**config.mk**
```make
export PLATFORM = sky130hd
export DESIGN_NAME = afic_top
export DESIGN_NICKNAME = d
export VERILOG_FILES = /design/src/rtl/afic_top.v /design/src/rtl/afic_crc8.v /design/src/rtl/afic_filter_decode.v
export VERILOG_INCLUDE_DIRS = /design/src /design/src/rtl
export SDC_FILE = /design/constraint.sdc
export NUM_CORES = 1
export LEC_CHECK = 0
export ABC_AREA = 1
export BUFFER_PORTS_ARGS = -buffer_cell sky130_fd_sc_hd__buf_2
export CAP_MARGIN = 20
export CORE_MARGIN = 4
export CORE_UTILIZATION = 50
export DETAILED_ROUTE_END_ITERATION = 7
export PLACE_DENSITY_LB_ADDON = 0.15
export SLEW_MARGIN = 10
export SYNTH_ARGS = -nofsm -noshare
export SYNTH_HDL_FRONTEND = slang
export SYNTH_SLANG_ARGS = --single-unit
```
**constraint.sdc**
```tcl
create_clock -name clk_sys_i -period 8.4 [get_ports clk_sys_i]
set_input_delay 0.84 -clock clk_sys_i [delete_from_list [all_inputs] [get_ports clk_sys_i]]
set_output_delay 0.84 -clock clk_sys_i [all_outputs]
set_load 0.01 [all_outputs]
```
**src/rtl/afic_defines.vh**
```
// register map, field positions and reset values of the filter and interface config block
`ifndef AFIC_DEFINES_VH
`define AFIC_DEFINES_VH

`define AFIC_IDX_W          4
`define AFIC_IDX_STATUS     4'h2
`define AFIC_IDX_FILTER     4'h3
`define AFIC_IDX_IFCFG      4'h8
`define AFIC_IDX_REGCRC     4'hf
`define AFIC_IDX_CRC_FIRST  4'h0
`define AFIC_IDX_CRC_LAST   4'he

`define AFIC_IFCFG_RESET    8'h08
`define AFIC_IFCFG_WMASK    8'hf7
`define AFIC_BIT_CLK_SEL    7
`define AFIC_BIT_CLK_DIV    6
`define AFIC_BIT_DRV_HALF   5
`define AFIC_BIT_UNIPOLAR   4
`define AFIC_BIT_SPI_CRC    2
`define AFIC_BIT_REG_CRC    1
`define AFIC_BIT_STAT_EN    0

`define AFIC_BIT_SPI_ERR    1
`define AFIC_BIT_REG_ERR    0

`define AFIC_EXT_DIV        4'h8
`define AFIC_CRC_POLY       8'h07

`define AFIC_FT_NONE        2'h0
`define AFIC_FT_S4_S1       2'h1
`define AFIC_FT_S3          2'h2
`define AFIC_FT_S3_S1       2'h3

`endif

```
**src/rtl/afic_top.v**
```verilog
// filter selection decode, interface config register and crc checks behind apb
//
// Contract
// RULE1 - codes 10100..11011: sinc4 ratio 32 then sinc1 ratio 4,10,20,40,100,200,400,1000.
// RULE2 - code 11100: sinc3 ratio 26667; code 11101: sinc3 ratio 32000.
// RULE3 - codes 11110, 11111: sinc3 ratio 32000 then sinc1 ratio 3 or 5.
// RULE4 - interface config at address 8, resets to 08h, reserved bit 3 reads one.
// RULE5 - bit 7 picks clock source: 0 internal oscillator, 1 external clock.
// RULE6 - bit 6 set divides the external clock by eight, clear passes it.
// RULE7 - bit 5: 0 full drive, 1 half drive on digital outputs.
// RULE8 - bit 4: 0 bipolar two's complement, 1 unipolar straight binary.
// RULE9 - bit 2 enables input frame crc check and output frame crc byte.
// RULE10 - input crc mismatch sets link error flag; host clears it writing one.
// RULE11 - bit 1: host writes crc of regs 0-1, 4-E into Fh; device compares.
// RULE12 - while check enabled, register error flag set when internal crc differs.
// RULE13 - bit 0 set puts status byte ahead of conversion data; clear omits it.
// RULE14 - with check disabled, register Fh is plain scratch, no flag effect.
// RULE15 - comparison re-run after each write to a covered register or Fh.
//
// Implementation choice: the APB interface to the registers.
`include "afic_defines.vh"
`default_nettype none
module afic_top (
	input  wire        clk_sys_i,      // 200 MHz system clock
	input  wire        nrst_i,         // async reset, active low
	input  wire        psel_i,         // apb select
	input  wire        penable_i,      // apb enable
	input  wire        pwrite_i,       // apb direction
	input  wire [31:0] paddr_i,        // apb byte address
	input  wire [31:0] pwdata_i,       // apb write data
	input  wire [3:0]  pstrb_i,        // apb byte strobes
	output reg         pready_o,       // apb ready
	output reg  [31:0] prdata_o,       // apb read data
	output reg         pslverr_o,      // apb error, unmapped address
	input  wire        ext_clk_i,      // external conversion clock pin
	input  wire        int_osc_tick_i, // internal oscillator tick, same domain
	input  wire        frame_crc_err_i,// serial input frame crc mismatch pulse
	output reg         conv_tick_o,    // conversion clock tick
	output reg         drive_half_o,   // digital outputs at half drive
	output reg         unipolar_o,     // unipolar range, straight binary
	output reg         spi_crc_en_o,   // frame crc check and append enabled
	output reg         status_pre_o,   // status byte prefixed to data
	output reg  [7:0]  status_byte_o,  // current status byte
	output reg         filt_valid_o,   // filter code among decoded ones
	output reg  [1:0]  filt_type_o,    // decoded filter type
	output reg  [15:0] osr_main_o,     // oversampling_ratio of first stage
	output reg  [9:0]  osr_post_o      // oversampling_ratio of sinc1 stage
);
	// crc walk covers registers 0-1 and 4-e
	function covered;
		input [3:0] idx;
		begin
			covered = (idx <= `AFIC_IDX_CRC_LAST) && (idx != 4'h2) && (idx != 4'h3);
		end
	endfunction

	reg        rst_meta_q;
	reg        rst_sync_q;
	wire       rst_n;

	always @(posedge clk_sys_i or negedge nrst_i) begin
		if (!nrst_i) begin
			rst_meta_q <= 1'b0;
			rst_sync_q <= 1'b0;
		end else begin
			rst_meta_q <= 1'b1;
			rst_sync_q <= rst_meta_q;
		end
	end
	assign rst_n = rst_sync_q;

	// storage for registers without own logic here, used for crc coverage
	reg  [7:0] mem_q [0:15];
	reg  [7:0] ifcfg_q;
	reg        spi_err_q;
	reg        reg_err_q;

	wire [3:0] idx        = paddr_i[5:2];
	wire       mapped     = (paddr_i[31:6] == 26'h0) && (paddr_i[1:0] == 2'h0);
	wire       acc        = psel_i && penable_i && pready_o;
	wire       wr_ok      = acc && pwrite_i && mapped && pstrb_i[0];
	wire [7:0] wbyte      = pwdata_i[7:0];
	wire [7:0] ifcfg_rd   = ifcfg_q | `AFIC_IFCFG_RESET; // RULE4
	wire [7:0] status_rd  = {6'h00, spi_err_q, reg_err_q};

	wire       clk_sel    = ifcfg_q[`AFIC_BIT_CLK_SEL];
	wire       clk_div    = ifcfg_q[`AFIC_BIT_CLK_DIV];
	wire       spi_crc_en = ifcfg_q[`AFIC_BIT_SPI_CRC];
	wire       reg_crc_en = ifcfg_q[`AFIC_BIT_REG_CRC];

	reg  [7:0] rd_byte;
	always @* begin
		case (idx)
			`AFIC_IDX_STATUS: rd_byte = status_rd;
			`AFIC_IDX_IFCFG:  rd_byte = ifcfg_rd;
			default:          rd_byte = mem_q[idx];
		endcase
	end

	// apb: ready raised for the access phase, one wait-free answer
	always @(posedge clk_sys_i or negedge rst_n) begin
		if (!rst_n) begin
			pready_o  <= 1'b0;
			prdata_o  <= 32'h0000_0000;
			pslverr_o <= 1'b0;
		end else begin
			pready_o  <= psel_i && !penable_i;
			pslverr_o <= psel_i && !penable_i && !mapped;
			if (psel_i && !penable_i) begin
				prdata_o <= (mapped && !pwrite_i) ? {24'h000000, rd_byte} : 32'h0000_0000;
			end
		end
	end

	integer k;
	always @(posedge clk_sys_i or negedge rst_n) begin
		if (!rst_n) begin
			for (k = 0; k < 16; k = k + 1) begin
				mem_q[k] <= 8'h00;
			end
			ifcfg_q <= `AFIC_IFCFG_RESET; // RULE4
		end else if (wr_ok) begin
			case (idx)
				`AFIC_IDX_STATUS: ;
				`AFIC_IDX_IFCFG:  ifcfg_q <= (wbyte & `AFIC_IFCFG_WMASK) | `AFIC_IFCFG_RESET; // RULE4
				default:          mem_q[idx] <= wbyte; // RULE14
			endcase
		end
	end

	// link error: set wins over the write-one clear
	wire spi_err_clr = wr_ok && (idx == `AFIC_IDX_STATUS) && wbyte[`AFIC_BIT_SPI_ERR];
	always @(posedge clk_sys_i or negedge rst_n) begin
		if (!rst_n) begin
			spi_err_q <= 1'b0;
		end else if (spi_crc_en && frame_crc_err_i) begin
			spi_err_q <= 1'b1; // RULE10
		end else if (spi_err_clr) begin
			spi_err_q <= 1'b0; // RULE10
		end
	end

	// register map crc walk, restarted by any relevant write
	reg  [3:0] walk_idx_q;
	reg        walk_busy_q;
	reg  [7:0] crc_acc_q;
	wire [7:0] crc_next;
	wire [7:0] walk_byte = (walk_idx_q == `AFIC_IDX_IFCFG) ? ifcfg_rd : mem_q[walk_idx_q];
	wire       rerun     = (wr_ok && (covered(idx) || idx == `AFIC_IDX_REGCRC)) ||
	                       (wr_ok && idx == `AFIC_IDX_IFCFG); // RULE15
	reg        en_prev_q;

	afic_crc8 #(
		.POLY(`AFIC_CRC_POLY)
	) u_crc (
		.crc_i  (crc_acc_q),
		.data_i (walk_byte),
		.crc_o  (crc_next)
	);

	always @(posedge clk_sys_i or negedge rst_n) begin
		if (!rst_n) begin
			walk_idx_q  <= `AFIC_IDX_CRC_FIRST;
			walk_busy_q <= 1'b0;
			crc_acc_q   <= 8'h00;
			reg_err_q   <= 1'b0;
			en_prev_q   <= 1'b0;
		end else begin
			en_prev_q <= reg_crc_en;
			if (rerun || (reg_crc_en && !en_prev_q)) begin
				walk_idx_q  <= `AFIC_IDX_CRC_FIRST; // RULE15
				walk_busy_q <= 1'b1;
				crc_acc_q   <= 8'h00;
			end else if (walk_busy_q) begin
				if (covered(walk_idx_q)) begin
					crc_acc_q <= crc_next; // RULE11
				end
				if (walk_idx_q == `AFIC_IDX_CRC_LAST) begin
					walk_busy_q <= 1'b0;
				end else begin
					walk_idx_q <= walk_idx_q + 4'h1;
				end
			end
			if (!reg_crc_en) begin
				reg_err_q <= 1'b0; // RULE14
			end else if (walk_busy_q && !rerun && walk_idx_q == `AFIC_IDX_CRC_LAST) begin
				reg_err_q <= (crc_next != mem_q[`AFIC_IDX_REGCRC]); // RULE12
			end
		end
	end

	// conversion clock: external pin synchronised, optionally divided by eight
	reg        ext_meta_q;
	reg        ext_sync_q;
	reg        ext_prev_q;
	reg  [3:0] div_cnt_q;
	wire       ext_rise = ext_sync_q && !ext_prev_q;

	always @(posedge clk_sys_i or negedge rst_n) begin
		if (!rst_n) begin
			ext_meta_q <= 1'b0;
			ext_sync_q <= 1'b0;
			ext_prev_q <= 1'b0;
			div_cnt_q  <= 4'h0;
		end else begin
			ext_meta_q <= ext_clk_i;
			ext_sync_q <= ext_meta_q;
			ext_prev_q <= ext_sync_q;
			if (!clk_div) begin
				div_cnt_q <= 4'h0;
			end else if (ext_rise) begin
				div_cnt_q <= (div_cnt_q == `AFIC_EXT_DIV - 4'h1) ? 4'h0 : div_cnt_q + 4'h1; // RULE6
			end
		end
	end

	wire ext_tick = ext_rise && (!clk_div || div_cnt_q == `AFIC_EXT_DIV - 4'h1); // RULE6

	wire        dec_valid;
	wire [1:0]  dec_type;
	wire [15:0] dec_main;
	wire [9:0]  dec_post;

	afic_filter_decode u_dec (
		.code_i     (mem_q[`AFIC_IDX_FILTER][4:0]),
		.valid_o    (dec_valid),
		.ftype_o    (dec_type),
		.osr_main_o (dec_main),
		.osr_post_o (dec_post)
	);

	always @(posedge clk_sys_i or negedge rst_n) begin
		if (!rst_n) begin
			conv_tick_o   <= 1'b0;
			drive_half_o  <= 1'b0;
			unipolar_o    <= 1'b0;
			spi_crc_en_o  <= 1'b0;
			status_pre_o  <= 1'b0;
			status_byte_o <= 8'h00;
			filt_valid_o  <= 1'b0;
			filt_type_o   <= `AFIC_FT_NONE;
			osr_main_o    <= 16'h0000;
			osr_post_o    <= 10'h000;
		end else begin
			conv_tick_o   <= clk_sel ? ext_tick : int_osc_tick_i; // RULE5
			drive_half_o  <= ifcfg_q[`AFIC_BIT_DRV_HALF]; // RULE7
			unipolar_o    <= ifcfg_q[`AFIC_BIT_UNIPOLAR]; // RULE8
			spi_crc_en_o  <= spi_crc_en; // RULE9
			status_pre_o  <= ifcfg_q[`AFIC_BIT_STAT_EN]; // RULE13
			status_byte_o <= status_rd;
			filt_valid_o  <= dec_valid;
			filt_type_o   <= dec_type; // RULE1
			osr_main_o    <= dec_main; // RULE2
			osr_post_o    <= dec_post; // RULE3
		end
	end
endmodule // afic_top
`default_nettype wire

```
**src/rtl/afic_crc8.v**
```verilog
// one-byte update step of the register map crc
`include "afic_defines.vh"
`default_nettype none
module afic_crc8 #(
	parameter [7:0] POLY = `AFIC_CRC_POLY
) (
	input  wire [7:0] crc_i,   // running crc
	input  wire [7:0] data_i,  // byte to fold in
	output reg  [7:0] crc_o    // updated crc
);
	integer i;
	always @* begin
		crc_o = crc_i ^ data_i;
		for (i = 0; i < 8; i = i + 1) begin
			crc_o = crc_o[7] ? ({crc_o[6:0], 1'b0} ^ POLY) : {crc_o[6:0], 1'b0};
		end
	end
endmodule // afic_crc8
`default_nettype wire

```
**src/rtl/afic_filter_decode.v**
```verilog
// decode of the upper filter selection codes into filter type and ratios
`include "afic_defines.vh"
`default_nettype none
module afic_filter_decode (
	input  wire [4:0]  code_i,     // filter selection code
	output reg         valid_o,    // code is one of the decoded ones
	output reg  [1:0]  ftype_o,    // filter type
	output reg  [15:0] osr_main_o, // ratio of the higher-order stage
	output reg  [9:0]  osr_post_o  // ratio of the first-order stage, 0 if none
);
	always @* begin
		valid_o    = 1'b1;
		ftype_o    = `AFIC_FT_S4_S1;
		osr_main_o = 16'h0020;
		osr_post_o = 10'h000;
		case (code_i)
			5'h14: osr_post_o = 10'h004; // RULE1
			5'h15: osr_post_o = 10'h00a; // RULE1
			5'h16: osr_post_o = 10'h014; // RULE1
			5'h17: osr_post_o = 10'h028; // RULE1
			5'h18: osr_post_o = 10'h064; // RULE1
			5'h19: osr_post_o = 10'h0c8; // RULE1
			5'h1a: osr_post_o = 10'h190; // RULE1
			5'h1b: osr_post_o = 10'h3e8; // RULE1
			5'h1c: begin
				ftype_o    = `AFIC_FT_S3; // RULE2
				osr_main_o = 16'h682b;
			end
			5'h1d: begin
				ftype_o    = `AFIC_FT_S3; // RULE2
				osr_main_o = 16'h7d00;
			end
			5'h1e: begin
				ftype_o    = `AFIC_FT_S3_S1; // RULE3
				osr_main_o = 16'h7d00;
				osr_post_o = 10'h003;
			end
			5'h1f: begin
				ftype_o    = `AFIC_FT_S3_S1; // RULE3
				osr_main_o = 16'h7d00;
				osr_post_o = 10'h005;
			end
			default: begin
				// lower codes are decoded elsewhere
				valid_o    = 1'b0;
				ftype_o    = `AFIC_FT_NONE;
				osr_main_o = 16'h0000;
			end
		endcase
	end
endmodule // afic_filter_decode
`default_nettype wire

```
==> flow_summary.toml, run 1 <==
[critical_path]
endpoint = "reg_err_q"
worst_r2r_endpoint = "reg_err_q"
worstSetupStartpointType = "register"
r2r_slack_ps = 5180
rr_worst_depth = 20
r2r-start = "walk_idx_q[1]"
worst_setup_path_end_kind = "register"
required_ps = 8750
critPathLaunch = "walk_idx_q[1]"
crit_arrival_ps = 3580
cp_max_fo = 36
worstSetupPathType = "register to register"

[timing]
rsz0062_at_grt = "no"
hold-worst-slack_ps = 156
fin_crit_ps = 3220
drv_slew = 0
hold_viol = 0
max_slew_margin_pct = 41.5
worstMarginPinSlew_ps = 875
finalClockSkew_ps = 12.9
finalSetupViolations = 0
fmax_ghz = 0.310
setup_slack_ps = 5180
finalCritPeriodShare_pct = 38.4
timing.setup.tns_ps = 0

[finish]
fin_nets = 1444
antenna_cells = 0
design_area_um2 = 11200
post-route-util_pct = 55.2
syn_to_final_growth_pct = 8.42
drive_above_1_share_pct = 13.8

[global_route]
grt_max_degree = 75
first_global_vias = 8512
grt_usage_pct = 26.7
gr-total-overflow = 0
grt_pass1_wl_um = 46600
antenna_found_initial = 1

[power_and_ir_drop]
pwr_density_cell_nw_per_um2 = 167
p_leak_nw = 5.46
ir_worst_vdd_mv = 0.134

[placement]
port_buffers = 88
place_area_um2 = 10600
place_ws_ps = 4970
hpwl_um = 20300
gp_congestion = 0.884

[synth]
async_flop_share_pct = 100
ys_seq_area_share_pct = 47.0
ys_types = 45
synth.area.top_cells = "dfrtp_1 (47%), nand2_1 (13%), o21ai_0 (5.9%)"
synth_top_area_share_pct = 47.0
synthFlopType = "dfrtp_1"
syn_area_um2 = 10300
ys_ff_latch = 194
yosys.area.top_type = "dfrtp_1"
syn_avg_cell_area_um2 = 7.76
synth_cells = 1331
synth_edf_count = 0
yosysWarnings = 0

[drt]
wirelength_um = 30100
first_pass_iters = 8
vias = 9243
detail_route.wl_per_cell_um = 18.3
drc = 1
drtAntennaViolNets = 0
via_per_inst = 5.61
first_iter_violations = 1008

[worst_hold_path]
hold_path.class = "primary input to asynchronous set/reset pin"

[clocking]
cts.sinks = 194
cts_setup_buffers = 0
cts_tree = "built"
cts_buffer_depth = 2
ctsResizeCount = 0
clockRootBuffer = "clkbuf_16"
path_clk_slew_ps = 80
insertion_delay_ps = 460
cts_buffers = 17
hold_buffers = 0
htreeDepth = 4

[flow_run]
cap_violations = 0

[die]
die_h_um = 152
rows = 52
die_w_um = 152
die-area_um2 = 23000
core_um2 = 20300
io-pin-count = 152
start_util_pct = 50.9

[outcome]
failed_checks = "design-rule violations"
status = "complete, but fails checks"
==> metrics by stage <==
stage	std cells	power, mW
after floorplan	1366	1.03
after global placement	1615	1.06
after detailed placement	1615	1.06
after CTS	1647	1.88
after global routing	1647	1.94
final	1647	1.87
==> worst min-delay path by stage <==
stage          slack (ps)         end  cells past startpoint        from
4_1_cts               150       rst_n                      1      nrst_i
3_3_place_gp          290  mem_q[118]                      0       rst_n
2_1_floorplan         330  ext_sync_q                      0  ext_meta_q
6_report              160       rst_n                      1      nrst_i
5_1_grt               150       rst_n                      1      nrst_i
3_5_place_dp          290  mem_q[118]                      0       rst_n
==> final cells by class <==
| cell class | instances | area [um^2] |
|---|---|---|
| sequential | 194 | 4860 |
| inverter | 110 | 415 |
| fill | 1939 | 9100 |
| tap | 270 | 338 |
| clock inverter | 15 | 164 |
| clock buffer | 17 | 425 |
| timing repair buffer | 98 | 515 |
| multi-input combinational | 943 | 4480 |
==> cell families (layout without fill, tap and decap cells) <==
group	after synthesis	after routing	synth area share, %
xor+xnor	3	3	0.254
other cells	2	37	0.0727
fa+ha+maj	4	4	0.485
simple gates	596	596	24.9
compound gates	303	303	16.4
buf+inv	229	240	10.9
flops	194	194	47.0
==> sequential cells by signal, summed over array words and instances (netlist names), 2 cells and up <==
register	cells
osr_post_o	10
osr_main_o	4
prdata_o	8
filt_type_o	2
div_cnt_q	4
ifcfg_q	7
mem_q	128
status_byte_o	2
crc_acc_q	8
walk_idx_q	4
==> placed cells by master, fill, tap and decap left out, types with 7 or more instances in the layout <==
| cell | Yosys | final |
|---|---|---|
| nand2_1 | 346 | 346 |
| dfrtp_1 | 194 | 192 |
| o21ai_0 | 121 | 121 |
| inv_1 | 99 | 99 |
| nor2_1 | 93 | 93 |
| nand3_1 | 91 | 91 |
| buf_2 | 23 | 88 |
| o21ai_1 | 72 | 72 |
| o22ai_1 | 61 | 61 |
| conb_1 | 2 | 37 |
| nand2_2 | 29 | 29 |
| a21oi_1 | 17 | 17 |
| clkbuf_16 | 0 | 17 |
| buf_4 | 48 | 10 |
| inv_2 | 8 | 8 |
| nand4_1 | 7 | 7 |
==> critical path, cell delays in order, from the launching register on <==
cell	delay, ps
dfrtp_1	370
buf_4	280
inv_4	440
ha_1	250
nand2_2	70
inv_2	300
a21oi_1	70
nand2_1	170
nand2_1	90
nand2_1	70
nand2_1	100
nand2_2	130
nand2_2	70
nand2_1	80
nand2_1	80
nand2_1	60
nand4_1	130
nor2_1	130
nand3_1	90
nand2_1	70
inv_1	30
==> power breakdown <==
part | internal, mW | switching [mW]
clock network | 0.424 | 0.407
logic | 0.0244 | 0.0799
registers | 0.935 | 0.00339
==> metal layers <==
metal / track usage, % / vias to the layer above / wire [um]
met1: 37.3 / 4345 / 13200
met5: 0 / - / 0
met3: 4.79 / 56 / 2750
li1: - / 4401 / -
met4: 9.12 / 0 / 753
met2: 42.3 / 441 / 13400
==> synthesized netlist by cell type (23+ instances only) <==
cell / count
nand2_1: 346
dfrtp_1: 194
o21ai_0: 121
inv_1: 99
nor2_1: 93
nand3_1: 91
o21ai_1: 72
o22ai_1: 61
buf_4: 48
clkbuf_1: 34
nand2_2: 29
buf_2: 23
(Power assumes the default switching activity.)
==> inputs of run 2 (changes only) <==
==> constraint.sdc (replaced) <==
create_clock -name clk_sys_i -period 3.3 [get_ports clk_sys_i]
set_input_delay 0.33 -clock clk_sys_i [delete_from_list [all_inputs] [get_ports clk_sys_i]]
set_output_delay 0.33 -clock clk_sys_i [all_outputs]
set_load 0.01 [all_outputs]
==> flow_summary.toml, run 2 (same netlist as run 1, synthesis figures left out) <==
[global_route]
met2_usage_pct = 40.1
gr-total-overflow = 0
grt_max_degree = 53
busiest_layer = "met2"
grt_pass1_wl_um = 46700
grt_usage_pct = 26.7
first_global_vias = 8291
antenna_found_initial = 0
grt_use_met1_pct = 39.4
gr-usage-met3_pct = 4.16

[finish]
largest_reg_flops = 128
drive_above_1_share_pct = 14.5
antenna_cells = 0
fin_nets = 1459
largestRegisters = "mem_q x128, osr_post_o x10"
regMostFlops = "mem_q"
syn_to_final_growth_pct = 9.61
final_cell_mix = "nand2_1 (346), dfrtp_1 (192), o21ai_0 (121), inv_1 (99), nor2_1 (93)"
final_common_cell = "nand2_1"

[clocking]
path_clk_slew_ps = 70
ctsResizeCount = 0
cts_tree = "built"
hold_buffers = 2
htreeDepth = 4
clockRootBuffer = "clkbuf_16"
insertion_delay_ps = 440
cts_setup_buffers = 0
cts_buffers = 17
cts.sinks = 194
cts_buffer_depth = 2

[die]
die-area_um2 = 23000
io-pin-count = 152
start_util_pct = 50.9
die_w_um = 152
core_um2 = 20300
die_h_um = 152
rows = 52

[drt]
detail_route.wl_per_cell_um = 18.1
first_pass_iters = 5
first_iter_violations = 926
drc = 0
drtAntennaViolNets = 0
via_per_inst = 5.57
vias = 9263
wirelength_um = 30200

[power_and_ir_drop]
seqPwrFrac_pct = 50.9
ir_worst_vdd_mv = 0.300
power_switching_mw = 1.24
pwr-share-clk_pct = 43.1
p_sw_share_pct = 26.4
power_frac_comb_pct = 6.0
internal_power_mw = 3.46
pwr_density_cell_nw_per_um2 = 415
p_leak_nw = 5.53

[worst_hold_path]
hold_start = "penable_i"
min_path_cells = 2
hold_path.class = "primary input to register"
min_to = "pready_o"

[critical_path]
cp_max_fo = 34
cp_top_family = "simple AND/OR/NAND/NOR gates"
cpMostUsedCell = "nand2_1"
critPathBufInv = 3
crit_arrival_ps = 3040
worst_r2r_endpoint = "reg_err_q"
rr_worst_depth = 20
path_cells = "buf_4 -> o21ai_0 -> o21ai_0 -> a21oi_1 -> nand2_1 -> nand2_1 -> nand2_1 -> nand2_1 -> inv_2 -> nand2_2 -> nand2_4 -> nand2_1 -> nand2_1 -> nand2_1 -> nand3b_1 -> nand2_1 -> nor2_1 -> nand3_1 -> nand2_1 -> inv_1"
crit_path_top_delay_cell = "buf_4"
critPathMaxStageDelay_ps = 420
worstSetupPathType = "register to register"
r2r-start = "walk_idx_q[1]"
worstSetupStartpointType = "register"
r2r_slack_ps = 600
worst_setup_path_end_kind = "register"
required_ps = 3640

[timing]
fin_crit_ps = 2700
hold_viol = 0
hold-worst-slack_ps = 83.4
worstMarginPinSlew_ps = 744
rsz0062_at_grt = "no"
finalClockSkew_ps = 8.14
drv_slew = 0
max_slew_margin_pct = 50.4
finalCritPeriodShare_pct = 81.9
timing.setup.tns_ps = 0
finalSetupViolations = 0
fmax_ghz = 0.370

[placement]
gp_congestion = 0.950
port_buffers = 88
hpwl_um = 21300

[flow_run]
cap_violations = 0

[outcome]
status = "completed"
-- run 2: cell count changes in the layout (fill, tap and decap cells not counted), moves of 2 or more --
cell,before,now
dlygate4sd3_1,0,2
inv_6,5,3
buf_4,10,21
buf_12,0,2
clkinv_4,1,3
-- run 2: power by group through the flow --
stage	sequential, mW	clock [mW]	combinational [mW]
finish	2.39	2.03	0.282
global route	2.39	2.16	0.308
CTS	2.39	2.05	0.277
detailed placement	2.44	0	0.274
global placement	2.44	0	0.274
floorplan	2.46	0	0.153
-- run 2: worst max path at each step --
stage,startpoint,to,slack [ps],depth (start not counted)
6_report,walk_idx_q[1],reg_err_q,600,20
5_1_grt,walk_idx_q[0],reg_err_q,370,23
4_1_cts,walk_idx_q[0],reg_err_q,640,23
3_5_place_dp,walk_idx_q[0],reg_err_q,650,23
3_3_place_gp,walk_idx_q[0],reg_err_q,660,21
2_1_floorplan,rst_n,conv_tick_o,100,0
-- run 2: through the flow --
stage / setup WS (ps) / utilization (%) / instance area [um^2] / cells / total power [mW]
6_report: 599 / 55.8 / 11300 / 1662 / 4.70
5_1_grt: 372 / 55.8 / 11300 / 1662 / 4.87
4_1_cts: 640 / 55.8 / 11300 / 1662 / 4.72
3_5_place_dp: 652 / 52.9 / 10700 / 1628 / 2.71
3_3_place_gp: 663 / 52.9 / 10700 / 1628 / 2.71
2_1_floorplan: 102 / - / 10500 / 1366 / 2.62
-- run 2: layout make-up --
class / instances / area [um^2]
multi-input cells: 943 / 4480
flip-flops and latches: 194 / 4860
clock inverters: 14 / 140
inverters: 110 / 415
well taps: 270 / 338
fillers: 1905 / 8980
clock buffers: 18 / 429
repair buffers: 113 / 658
-- run 2: worst register-to-register path: cells and delay by family (launching register included) --
family          cells  cell delay (ps)
simple gates       14             1110
buf+inv             3              520
flops               1              390
compound gates      3              570
-- run 2: routing by layer --
| layer | up-vias | share of wire (%) | wire (um) |
|---|---|---|---|
| met5 | - | 0 | 0 |
| met2 | 452 | 43 | 13000 |
| met4 | 0 | 3.4 | 1040 |
| met1 | 4323 | 44 | 13400 |
| met3 | 69 | 9.1 | 2730 |
| li1 | 4419 | - | - |
